===== config.mk =====
export PLATFORM = sky130hd
export DESIGN_NAME = rsf_top
export DESIGN_NICKNAME = d
export VERILOG_FILES = /design/src/inc/rsf_pkg.sv /design/src/hw/rsf_top.sv
export VERILOG_INCLUDE_DIRS = /design/src /design/src/inc
export SDC_FILE = /design/constraint.sdc
export NUM_CORES = 1
export LEC_CHECK = 0
export BUFFER_PORTS_ARGS = -buffer_cell sky130_fd_sc_hd__buf_2
export CELL_PAD_IN_SITES_DETAIL_PLACEMENT = 0
export CELL_PAD_IN_SITES_GLOBAL_PLACEMENT = 2
export CORE_MARGIN = 5
export CORE_UTILIZATION = 30
export CTS_CLUSTER_SIZE = 40
export DETAILED_ROUTE_END_ITERATION = 16
export PLACE_DENSITY = 0.87
export REMOVE_ABC_BUFFERS = 1
export SLEW_MARGIN = 10
export SYNTH_ARGS = -nofsm -noshare
export SYNTH_HDL_FRONTEND = slang
export SYNTH_SLANG_ARGS = --single-unit

===== constraint.sdc =====
create_clock -name clk_i -period 3.8 [get_ports clk_i]
set_clock_uncertainty 0.05 [all_clocks]
set_input_delay 1.14 -clock clk_i [delete_from_list [all_inputs] [get_ports clk_i]]
set_output_delay 1.14 -clock clk_i [all_outputs]
set_load 0.005 [all_outputs]

===== src/inc/rsf_defines.svh =====
// offsets, field positions, reset values and timing counts of the reset-source block
`ifndef RSF_DEFINES_SVH
`define RSF_DEFINES_SVH

// ----------------------------------------------------------------------------
// register byte offsets
// ----------------------------------------------------------------------------
`define RSF_OFS_THRESH     8'h00
`define RSF_OFS_CAUSE      8'h04
`define RSF_OFS_STATUS     8'h08
`define RSF_OFS_FLASH1     8'h0C
`define RSF_OFS_IRQ_STAT   8'h10
`define RSF_OFS_IRQ_MASK   8'h14

// ----------------------------------------------------------------------------
// field positions
// ----------------------------------------------------------------------------
`define RSF_CAUSE_WDCF     0
`define RSF_CAUSE_SCF      1
`define RSF_CAUSE_LVF      2
`define RSF_STAT_PDF       0
`define RSF_STAT_TO        1
`define RSF_THR_RO_MASK    8'h0C

// ----------------------------------------------------------------------------
// threshold select codes and reset values
// ----------------------------------------------------------------------------
`define RSF_THR_1V70       8'h66
`define RSF_THR_1V90       8'h55
`define RSF_THR_2V55       8'h33
`define RSF_THR_3V15       8'h99
`define RSF_THR_3V80       8'hAA
`define RSF_THR_OFF        8'hF0
`define RSF_THR_POR        8'h66
`define RSF_FLASH1_MAGIC   8'h55
`define RSF_IRQ_W          5

// ----------------------------------------------------------------------------
// timing
// ----------------------------------------------------------------------------
`define RSF_CLK_MHZ        10
`define RSF_T_LVQ_NS       1000
`define RSF_LVQ_CYC        ((`RSF_T_LVQ_NS * `RSF_CLK_MHZ + 999) / 1000)
`define RSF_RST_DLY_CYC    1
`define RSF_RST_HOLD_CYC   4

`endif


===== src/inc/rsf_pkg.sv =====
// types shared by the reset-source block
package rsf_pkg;

   // ----------------------------------------------------------------------------
   // sequencer states, one-hot
   // ----------------------------------------------------------------------------
   typedef enum logic [2:0] {
      RSF_IDLE = 3'b001,
      RSF_WAIT = 3'b010,
      RSF_HOLD = 3'b100
   } rsf_state_e;

   // ----------------------------------------------------------------------------
   // cause of the last full device reset
   // ----------------------------------------------------------------------------
   typedef struct packed {
      logic in_application_programming;
      logic wdt_ctrl;
      logic wdt_tmo;
      logic code_fault;
      logic lowv;
   } rsf_cause_s;

endpackage : rsf_pkg


===== src/hw/rsf_top.sv =====
// reset-source, reset-cause flag and threshold-select logic with wishbone slave
//
// Implementation choices: the register offsets and register access over Wishbone.
`timescale 1ns/1ns
`include "rsf_defines.svh"

module rsf_top
   import rsf_pkg::*;
(
   input  wire logic        clk_i,             // sub clock, 10 MHz
   input  wire logic        rstn_i,            // power-on reset, active low
   input  wire logic        wb_cyc_i,          // wishbone cycle
   input  wire logic        wb_stb_i,          // wishbone strobe
   input  wire logic        wb_we_i,           // wishbone write enable
   input  wire logic [7:0]  wb_adr_i,          // wishbone byte address
   input  wire logic [3:0]  wb_sel_i,          // wishbone byte selects
   input  wire logic [31:0] wb_dat_i,          // wishbone write data
   output logic      [31:0] wb_dat_o,          // wishbone read data
   output logic             wb_ack_o,          // wishbone acknowledge
   input  wire logic        lowv_i,            // supply comparator: below threshold
   input  wire logic        sleep_idle_i,      // core is in sleep or idle
   input  wire logic        halt_i,            // pulse: halt instruction executed
   input  wire logic        wdt_timeout_i,     // pulse: watchdog overflow
   input  wire logic        wdt_ctrl_fault_i,  // pulse: bad watchdog control value
   output logic             dev_reset_o,       // full device reset
   output logic             pc_sp_clear_o,     // pulse: clear PC and stack pointer only
   output logic             wdt_clear_o,       // clear watchdog and time bases
   output logic             lvr_active_o,      // low-voltage monitor armed
   output logic [2:0]       vsel_o,            // comparator threshold index
   output rsf_cause_s       cause_o,           // cause of last full reset
   output logic             irq_o              // level interrupt
);

   // ----------------------------------------------------------------------------
   // reset release
   // ----------------------------------------------------------------------------
   logic [1:0] rst_sync_reg;
   logic       rst_n;

   always_ff @(posedge clk_i or negedge rstn_i) begin
      if (!rstn_i) begin
         rst_sync_reg <= 2'b00;
      end else begin
         rst_sync_reg <= {rst_sync_reg[0], 1'b1};
      end
   end

   assign rst_n = rst_sync_reg[1];

   // ----------------------------------------------------------------------------
   // wishbone slave
   // ----------------------------------------------------------------------------
   logic       req;
   logic       ack_reg;
   logic       wr;
   logic [7:0] wbyte;

   assign req   = wb_cyc_i & wb_stb_i;
   assign wr    = req & wb_we_i & ack_reg & wb_sel_i[0];
   assign wbyte = wb_dat_i[7:0];

   always_ff @(posedge clk_i or negedge rst_n) begin
      if (!rst_n) begin
         ack_reg <= 1'b0;
      end else begin
         ack_reg <= req & ~ack_reg;
      end
   end

   assign wb_ack_o = ack_reg;

   // ----------------------------------------------------------------------------
   // threshold select decode
   // ----------------------------------------------------------------------------
   logic [7:0] thr_reg;
   logic [7:0] thr_next;
   logic       code_known;
   logic       code_off;
   logic [2:0] vsel;

   always_comb begin
      code_known = 1'b1;
      code_off   = 1'b0;
      vsel       = 3'h0;
      case (thr_reg)
         `RSF_THR_1V70: vsel = 3'h0;
         `RSF_THR_1V90: vsel = 3'h1;
         `RSF_THR_2V55: vsel = 3'h2;
         `RSF_THR_3V15: vsel = 3'h3;
         `RSF_THR_3V80: vsel = 3'h4;
         `RSF_THR_OFF:  code_off = 1'b1;
         default:       code_known = 1'b0;
      endcase
   end

   // ----------------------------------------------------------------------------
   // low-voltage qualification
   // ----------------------------------------------------------------------------
   logic [7:0] lvq_cnt_reg;
   logic       lvr_arm;
   logic       lowv_qual;
   logic       busy;

   assign lvr_arm = ~sleep_idle_i & code_known & ~code_off;

   always_ff @(posedge clk_i or negedge rst_n) begin
      if (!rst_n) begin
         lvq_cnt_reg <= 8'h00;
      end else if (!lvr_arm || !lowv_i || busy) begin
         lvq_cnt_reg <= 8'h00;
      end else if (lvq_cnt_reg <= 8'(`RSF_LVQ_CYC)) begin
         lvq_cnt_reg <= lvq_cnt_reg + 8'h01;
      end
   end

   // longer than the qualify time: one count past it
   assign lowv_qual = (lvq_cnt_reg > 8'(`RSF_LVQ_CYC));

   // ----------------------------------------------------------------------------
   // registered event detection
   // ----------------------------------------------------------------------------
   logic fault_det_reg;
   logic lowv_det_reg;
   logic iap_det_reg;
   logic iap_wr;

   assign iap_wr = wr & (wb_adr_i == `RSF_OFS_FLASH1) & (wbyte == `RSF_FLASH1_MAGIC);

   always_ff @(posedge clk_i or negedge rst_n) begin
      if (!rst_n) begin
         fault_det_reg <= 1'b0;
         lowv_det_reg  <= 1'b0;
         iap_det_reg   <= 1'b0;
      end else begin
         fault_det_reg <= ~code_known & ~busy;
         lowv_det_reg  <= lowv_qual & ~busy;
         iap_det_reg   <= iap_wr & ~busy;
      end
   end

   // ----------------------------------------------------------------------------
   // reset sequencer
   // ----------------------------------------------------------------------------
   rsf_state_e state_reg;
   rsf_cause_s cause_reg;
   rsf_cause_s ev;
   logic [2:0] cnt_reg;
   logic       start;
   logic       wdt_run_tmo;
   logic       wdt_sleep_tmo;

   assign wdt_run_tmo   = wdt_timeout_i & ~sleep_idle_i;
   assign wdt_sleep_tmo = wdt_timeout_i & sleep_idle_i;

   always_comb begin
      ev            = '0;
      ev.lowv       = lowv_det_reg;
      ev.code_fault = fault_det_reg;
      ev.wdt_tmo    = wdt_run_tmo;
      ev.wdt_ctrl   = wdt_ctrl_fault_i;
      ev.in_application_programming        = iap_det_reg;
   end

   assign start = (state_reg == RSF_IDLE) & (|ev);
   assign busy  = (state_reg != RSF_IDLE);

   always_ff @(posedge clk_i or negedge rst_n) begin
      if (!rst_n) begin
         state_reg <= RSF_IDLE;
         cnt_reg   <= 3'h0;
      end else begin
         case (state_reg)
            RSF_IDLE: begin
               cnt_reg <= 3'h0;
               if (|ev) begin
                  state_reg <= RSF_WAIT;
               end
            end
            RSF_WAIT: begin
               // reset lands 2..3 cycles after the condition is seen
               if (cnt_reg == 3'(`RSF_RST_DLY_CYC - 1)) begin
                  state_reg <= RSF_HOLD;
                  cnt_reg   <= 3'h0;
               end else begin
                  cnt_reg <= cnt_reg + 3'h1;
               end
            end
            RSF_HOLD: begin
               if (cnt_reg == 3'(`RSF_RST_HOLD_CYC - 1)) begin
                  state_reg <= RSF_IDLE;
                  cnt_reg   <= 3'h0;
               end else begin
                  cnt_reg <= cnt_reg + 3'h1;
               end
            end
            default: begin
               state_reg <= RSF_IDLE;
               cnt_reg   <= 3'h0;
            end
         endcase
      end
   end

   always_ff @(posedge clk_i or negedge rst_n) begin
      if (!rst_n) begin
         cause_reg <= '0;
      end else if (start) begin
         cause_reg <= ev;
      end
   end

   // ----------------------------------------------------------------------------
   // reset outputs
   // ----------------------------------------------------------------------------
   logic pcsp_reg;

   always_ff @(posedge clk_i or negedge rst_n) begin
      if (!rst_n) begin
         pcsp_reg <= 1'b0;
      end else begin
         pcsp_reg <= wdt_sleep_tmo;
      end
   end

   // core holds PC at zero, irqs off, timers off, ports in, SP top
   assign dev_reset_o   = ~rst_n | (state_reg == RSF_HOLD);
   assign pc_sp_clear_o = pcsp_reg;
   assign wdt_clear_o   = dev_reset_o | pcsp_reg;
   assign lvr_active_o  = lvr_arm;
   assign cause_o       = cause_reg;

   always_ff @(posedge clk_i or negedge rst_n) begin
      if (!rst_n) begin
         vsel_o <= 3'h0;
      end else begin
         vsel_o <= vsel;
      end
   end

   // ----------------------------------------------------------------------------
   // threshold select register
   // ----------------------------------------------------------------------------
   always_comb begin
      thr_next = thr_reg;
      if (wr && (wb_adr_i == `RSF_OFS_THRESH)) begin
         thr_next = (wbyte & ~`RSF_THR_RO_MASK) | (thr_reg & `RSF_THR_RO_MASK);
      end
      // besides power-on reset only a select fault restores it; a low-voltage reset keeps it
      if (start && ev.code_fault) begin
         thr_next = `RSF_THR_POR;
      end
   end

   always_ff @(posedge clk_i or negedge rst_n) begin
      if (!rst_n) begin
         thr_reg <= `RSF_THR_POR;
      end else begin
         thr_reg <= thr_next;
      end
   end

   // ----------------------------------------------------------------------------
   // sticky reset-cause flags
   // ----------------------------------------------------------------------------
   logic [2:0] flag_reg;
   logic [2:0] flag_set;
   logic [2:0] flag_clr;

   always_comb begin
      flag_set = 3'h0;
      flag_set[`RSF_CAUSE_LVF]  = start & ev.lowv;
      flag_set[`RSF_CAUSE_SCF]  = start & ev.code_fault;
      flag_set[`RSF_CAUSE_WDCF] = wdt_ctrl_fault_i;
      flag_clr = 3'h0;
      if (wr && (wb_adr_i == `RSF_OFS_CAUSE)) begin
         flag_clr = ~wbyte[2:0];
      end
   end

   always_ff @(posedge clk_i or negedge rst_n) begin
      if (!rst_n) begin
         flag_reg <= 3'h0;
      end else begin
         flag_reg <= (flag_reg & ~flag_clr) | flag_set;
      end
   end

   // ----------------------------------------------------------------------------
   // timeout and power-down status
   // ----------------------------------------------------------------------------
   logic to_reg;
   logic pdf_reg;

   always_ff @(posedge clk_i or negedge rst_n) begin
      if (!rst_n) begin
         to_reg  <= 1'b0;
         pdf_reg <= 1'b0;
      end else if (wdt_sleep_tmo) begin
         to_reg  <= 1'b1;
         pdf_reg <= 1'b1;
      end else if (wdt_run_tmo) begin
         to_reg  <= 1'b1;
      end else if (halt_i) begin
         to_reg  <= 1'b0;
         pdf_reg <= 1'b1;
      end
   end

   // ----------------------------------------------------------------------------
   // interrupt status and mask
   // ----------------------------------------------------------------------------
   logic [`RSF_IRQ_W-1:0] irq_stat_reg;
   logic [`RSF_IRQ_W-1:0] irq_mask_reg;
   logic [`RSF_IRQ_W-1:0] irq_ev;
   logic [`RSF_IRQ_W-1:0] irq_clr;

   always_comb begin
      irq_ev  = ev & {`RSF_IRQ_W{~busy}};
      irq_ev[2] = wdt_timeout_i;
      irq_clr = '0;
      if (wr && (wb_adr_i == `RSF_OFS_IRQ_STAT)) begin
         irq_clr = wbyte[`RSF_IRQ_W-1:0];
      end
   end

   always_ff @(posedge clk_i or negedge rst_n) begin
      if (!rst_n) begin
         irq_stat_reg <= '0;
      end else begin
         irq_stat_reg <= (irq_stat_reg & ~irq_clr) | irq_ev;
      end
   end

   always_ff @(posedge clk_i or negedge rst_n) begin
      if (!rst_n) begin
         irq_mask_reg <= '0;
      end else if (wr && (wb_adr_i == `RSF_OFS_IRQ_MASK)) begin
         irq_mask_reg <= wbyte[`RSF_IRQ_W-1:0];
      end
   end

   assign irq_o = |(irq_stat_reg & irq_mask_reg);

   // ----------------------------------------------------------------------------
   // read data
   // ----------------------------------------------------------------------------
   logic [7:0] rbyte;

   always_comb begin
      case (wb_adr_i)
         `RSF_OFS_THRESH:   rbyte = thr_reg;
         `RSF_OFS_CAUSE:    rbyte = {5'h00, flag_reg};
         `RSF_OFS_STATUS:   rbyte = {6'h00, to_reg, pdf_reg};
         `RSF_OFS_IRQ_STAT: rbyte = {3'h0, irq_stat_reg};
         `RSF_OFS_IRQ_MASK: rbyte = {3'h0, irq_mask_reg};
         default:           rbyte = 8'h00;
      endcase
   end

   always_ff @(posedge clk_i or negedge rst_n) begin
      if (!rst_n) begin
         wb_dat_o <= 32'h0000_0000;
      end else if (req && !ack_reg) begin
         wb_dat_o <= {24'h00_0000, rbyte};
      end
   end

endmodule : rsf_top


-- Word level (Yosys, flattened, before mapping)
Index checks and enable logic that the tools add are counted.
- bits in registers: 60
- input port bits: 54
- output and inout port bits: 46
- equal/unequal tests: 21
- bitwise gates (word level): 35
- reductions and logical operators: 22
- magnitude comparators: 2
- mux-type cells: 23
- add/sub/neg operators: 2
- operator list (cell ; count):
    $pmux 8 s5 ; 1
    $mux 8 ; 4
    $eq 8x7->1 const B ; 3
    $eq 8x8->1 const B ; 3
    $mux 3 ; 6
    $and 1x1->1 ; 17
    $eq 8x4->1 const B ; 2
    $eq 8x5->1 const B ; 2
    $and 5x5->5 ; 3
    $pmux 3 s4 ; 1
    $reduce_or 5->1 ; 2
    $pmux 3 s3 ; 1
    $add 8x1->8 const B ; 1
    $eq 8x3->1 const B ; 1
    $eq 8x6->1 const B ; 1
    $gt 8x4->1 const B ; 1
    $le 8x4->1 const B ; 1
    $logic_not 8->1 ; 1
    $mux 1 ; 8
    $or 8x4->8 ; 1
    $eq 3x2->1 const B ; 2
    $logic_and 1x1->1 ; 6
    $not 1->1 ; 6
    $not 3->3 ; 2
    21 further kinds ; 29

-- Depth between registers and ports, before layout
- word-level depth: 9
- mapped depth: 6
- depth with buffers taken out: 6

-- Worst setup path after synthesis
No wires, ideal clock.
- path type: reg-to-output
- start point: register rst_sync_reg[1]
- end point: output wdt_clear_o
- required time: 2.610 ns
- cell stages (with the launch flop): 3
- arrival: 2.101 ns
- slack: 0.509 ns
- cell sequence: dfrtp_1 nand2_1 or2_2
- word-level cells in the longest chain between the ends: 3
- RTL lines (item ; line ; text):
    start, declared ; rsf_top.sv:37 ; logic [1:0] rst_sync_reg;
    start signal, assigned ; rsf_top.sv:44 ; rst_sync_reg <= {rst_sync_reg[0], 1'b1};
    $not 1->1 ; rsf_top.sv:226 ; assign dev_reset_o = ~rst_n | (state_reg == RSF_HOLD);
    $or 1x1->1 ; rsf_top.sv:226 ;
    via dev_reset_o ; rsf_top.sv:25 ; output logic dev_reset_o,
    $or 1x1->1 ; rsf_top.sv:228 ; assign wdt_clear_o = dev_reset_o | pcsp_reg;
    end, declared ; rsf_top.sv:27 ; output logic wdt_clear_o,
The timed path passes the listed nets, and every way through them passes these cells.

-- Worst setup path after layout
- start point: register thr_reg[6]
- end point: output lvr_active_o
- word-level cells in the longest chain between the ends: 5
- elaborated cells between the ends (all ways): 12
- those cells by class: eq/ne (6); mux (2); bitwise (3); reduce/logical (1)
- RTL lines (item ; line ; text):
    start, declared ; rsf_top.sv:75 ; logic [7:0] thr_reg;
    start signal, assigned ; rsf_top.sv:256 ; thr_reg <= `RSF_THR_POR;
    start signal, assigned ; rsf_top.sv:258 ; thr_reg <= thr_next;
    $eq 8x8->1 (tied with other cells) ; rsf_top.sv:85 ; case (thr_reg)
    $reduce_or 6->1 (no line) ; n/a ;
    $mux 1 ; rsf_top.sv:85 ;
    $and 1x1->1 ; rsf_top.sv:104 ; assign lvr_arm = ~sleep_idle_i & code_known & ~code_off;
    $and 1x1->1 (*) ; rsf_top.sv:104 ;
    end, declared ; rsf_top.sv:28 ; output logic lvr_active_o,
Every way passes the cells marked *; elsewhere a longest branch is shown, timed or not.

==> impl_metrics.tcl <==
set metrics [dict create \
    run_status "finished clean" \
    rr_worst_depth 4 \
    viasPerCell 4.74 \
    cts_buffers 9 \
    p_seq_share_pct 46.0 \
    crit_start "thr_reg[6]" \
    powerDensity_nw_per_um2 466 \
    clock_sinks 59 \
    finalSetupViolCount 0 \
    syn_area_um2 2930 \
    synth.avg_cell_area_um2 10.6 \
    r2r_start "state_reg[0]" \
    yosysWarnings 0 \
    dp.cells 451 \
    power_frac_clock_pct 35.6 \
    setup_tns_ns 0 \
    hp-class "flip-flop to flip-flop" \
    grt_pass1_vias 2082 \
    yosys.area.top_type "dfrtp_1" \
    hold_path_depth 0 \
    via_count 2212 \
    netlist.area_leader.share_pct 46.2 \
    hpwl_mm 5.02 \
    area_growth_pct 17.2 \
    p_sw_share_pct 28.1 \
    timing.slew.headroom_pct 24.7 \
    yosysMostFrequentCell "dfrtp_1" \
    clockBufferDepth 2 \
    cp.required_ns 2.61 \
    maxCapViolCount 0 \
    gp_congestion 0.834 \
    dr.pass1.iters 4 \
    cts_tree "done" \
    crit_family "flip-flops" \
    die_area_um2 11800 \
    criticalPathCategory "flip-flop to output pin" \
    holdWs_ns 0.305 \
    worst-path-stages 4 \
    cpPeakStageDelay_ns 0.57 \
    slew_viol_final 0 \
    synth_commonest_cells "dfrtp_1 (54), buf_4 (24), nand2_1 (20), nor2_1 (17)" \
    startpoint_type "flip-flop" \
    drc_errors 0 \
    dr.first_iter.drc_count 84 \
    nets 389 \
    dieWidth_um 109 \
    period_share_pct 83.0 \
    finalPower_mw 1.60 \
    hp-start "rst_sync_reg[0]" \
    core_um2 9640 \
    cts_resized 0 \
    syn_inst 275 \
    end_kind "output pin" \
    initial_utilization_pct 30.3 \
    placement.cell_area_um2 3230 \
    grt_max_degree 58 \
    row_count 36 \
    h-tree-depth 3 \
    tightest_slew_ns 1.12 \
    overflow 0 \
    period_needed_ns 3.15 \
    rsz0062_at_grt "no" \
    synth-main-ff-cell "dfrtp_1" \
    path_buf_inv 1 \
    ant_nets 0 \
    synth_edf_count 0 \
    postRouteWirelength_mm 6.63 \
    worstPathCellList "or4bb_1 -> a21oi_2 -> o221a_2 -> buf_2" \
    power_leakage_nw 1.60 \
    io_buffer_count 48 \
    dieHeight_um 109 \
    ys_types 61 \
    cts.hold.buffers_added 0 \
    num_io_pins 100 \
    fmax_ghz 0.317 \
    grt_pass1_wl_mm 10.5 \
    p_int_mw 1.15 \
    cts-root-buf "clkbuf_8" \
    worst-path-max-fanout 5 \
    ys_ff_latch 59 \
    final_hold_viol_count 0 \
    post_cts_buffers 0 \
    diodes 0 \
    finalNonFillerCells 467 \
    wl_per_cell_um 14.2 \
    synthArstFlopShare_pct 100 \
    cp_slowest_cell "dfstp_2" \
    grt.total_usage_pct 11.6 \
    yosysSeqAreaShare_pct 50.7 \
    clk_latency_ns 0.33 \
    cp.arrival_ns 1.96 \
    drive_gt1_share_pct 26.9 \
    p_switching_uw 449 \
    design_area_um2 3430 \
    antenna_found_initial 0 \
    synth_area_leaders "dfrtp_1 (46%), buf_4 (6.2%), dfstp_2 (4.5%), ha_1 (2.6%), nand2_1 (2.6%)" \
    comb_power_share_pct 18.4 \
    path_clk_slew_ns 0.06 \
    vdd_ir_drop_max_mv 0.152 \
]
## area by class of cell
cell class / instances / area [um2]
fillers: 1003 / 6210
flip-flops and latches: 59 / 1480
multi-input cells: 196 / 1280
repair buffers: 50 / 255
well taps: 133 / 166
clock buffers: 14 / 163
inverters: 13 / 48.8
clock inverters: 2 / 35.0
## power by group through the flow
stage / registers (mW) / clock network [mW] / logic [mW]
after floorplan: 0.741 / 0 / 0.180
after global placement: 0.745 / 0 / 0.293
after detailed placement: 0.747 / 0 / 0.300
after CTS: 0.736 / 0.586 / 0.300
after global routing: 0.743 / 0.611 / 0.329
final: 0.735 / 0.570 / 0.295
## layer usage
| metal | GRT usage, % | routed length, um | share of wire (%) |
|---|---|---|---|
| met1 | 14.7 | 2900 | 44 |
| met2 | 18.4 | 3270 | 49 |
| met3 | 3.37 | 341 | 5.1 |
| met4 | 4.87 | 117 | 1.8 |
| met5 | 0 | 0 | 0 |
## final timing paths
kind	to	slack [ns]
max	lvr_active_o	0.65
min	rst_sync_reg[1]	0.30
max reg2reg	lvq_cnt_reg[1]	1.73
min reg2reg	rst_sync_reg[1]	0.30
max in group asynchronous	thr_reg[7]	2.86
min in group asynchronous	state_reg[2]	0.36
## cells in the final DEF (no fill, tap or decap), types with 3 or more instances in the layout
cell      netlist  routed
nand3_1         8       8
or4bb_1         3       3
nand2b_1        3       3
a22o_1          8       8
dfrtp_1        54      53
a21oi_1        13      13
mux2_2          6       6
o21ai_0        10      10
nor3_1          7       7
dfstp_2         5       5
nand3b_1        4       4
clkbuf_8        0      11
clkbuf_1        7       3
conb_1          2      26
a31oi_1         6       6
nor2_1         17      17
nand2_1        20      20
ha_1            6       6
nor2b_1         3       3
mux2i_1         5       5
buf_2           0      48
inv_1          13      13
## stage by stage
stage	utilization, %	worst slack (ns)
global route	35.6	0.580
CTS	35.6	0.622
floorplan	-	0.509
global placement	33.5	0.919
detailed placement	33.5	0.931
finish	35.6	0.647
## worst reg2reg max path, stage by stage (launching register included)
cell,delay (ns)
dfstp_2,0.58
nor3b_2,0.54
o2111ai_1,0.18
o21bai_2,0.31
a311oi_1,0.31
## logic make-up after synthesis
logic type	Yosys count	synth area share, %
other	2	0.257
buffers and inverters	44	8.73
and+or+nand+nor	93	19.1
xor gates and xnor gates	1	0.299
adders and majority gates	6	2.57
AOI/OAI and AO/OA	58	13.6
muxes	12	4.79
DFF	59	50.7
No activity file was read; power rests on OpenSTA's default activity.
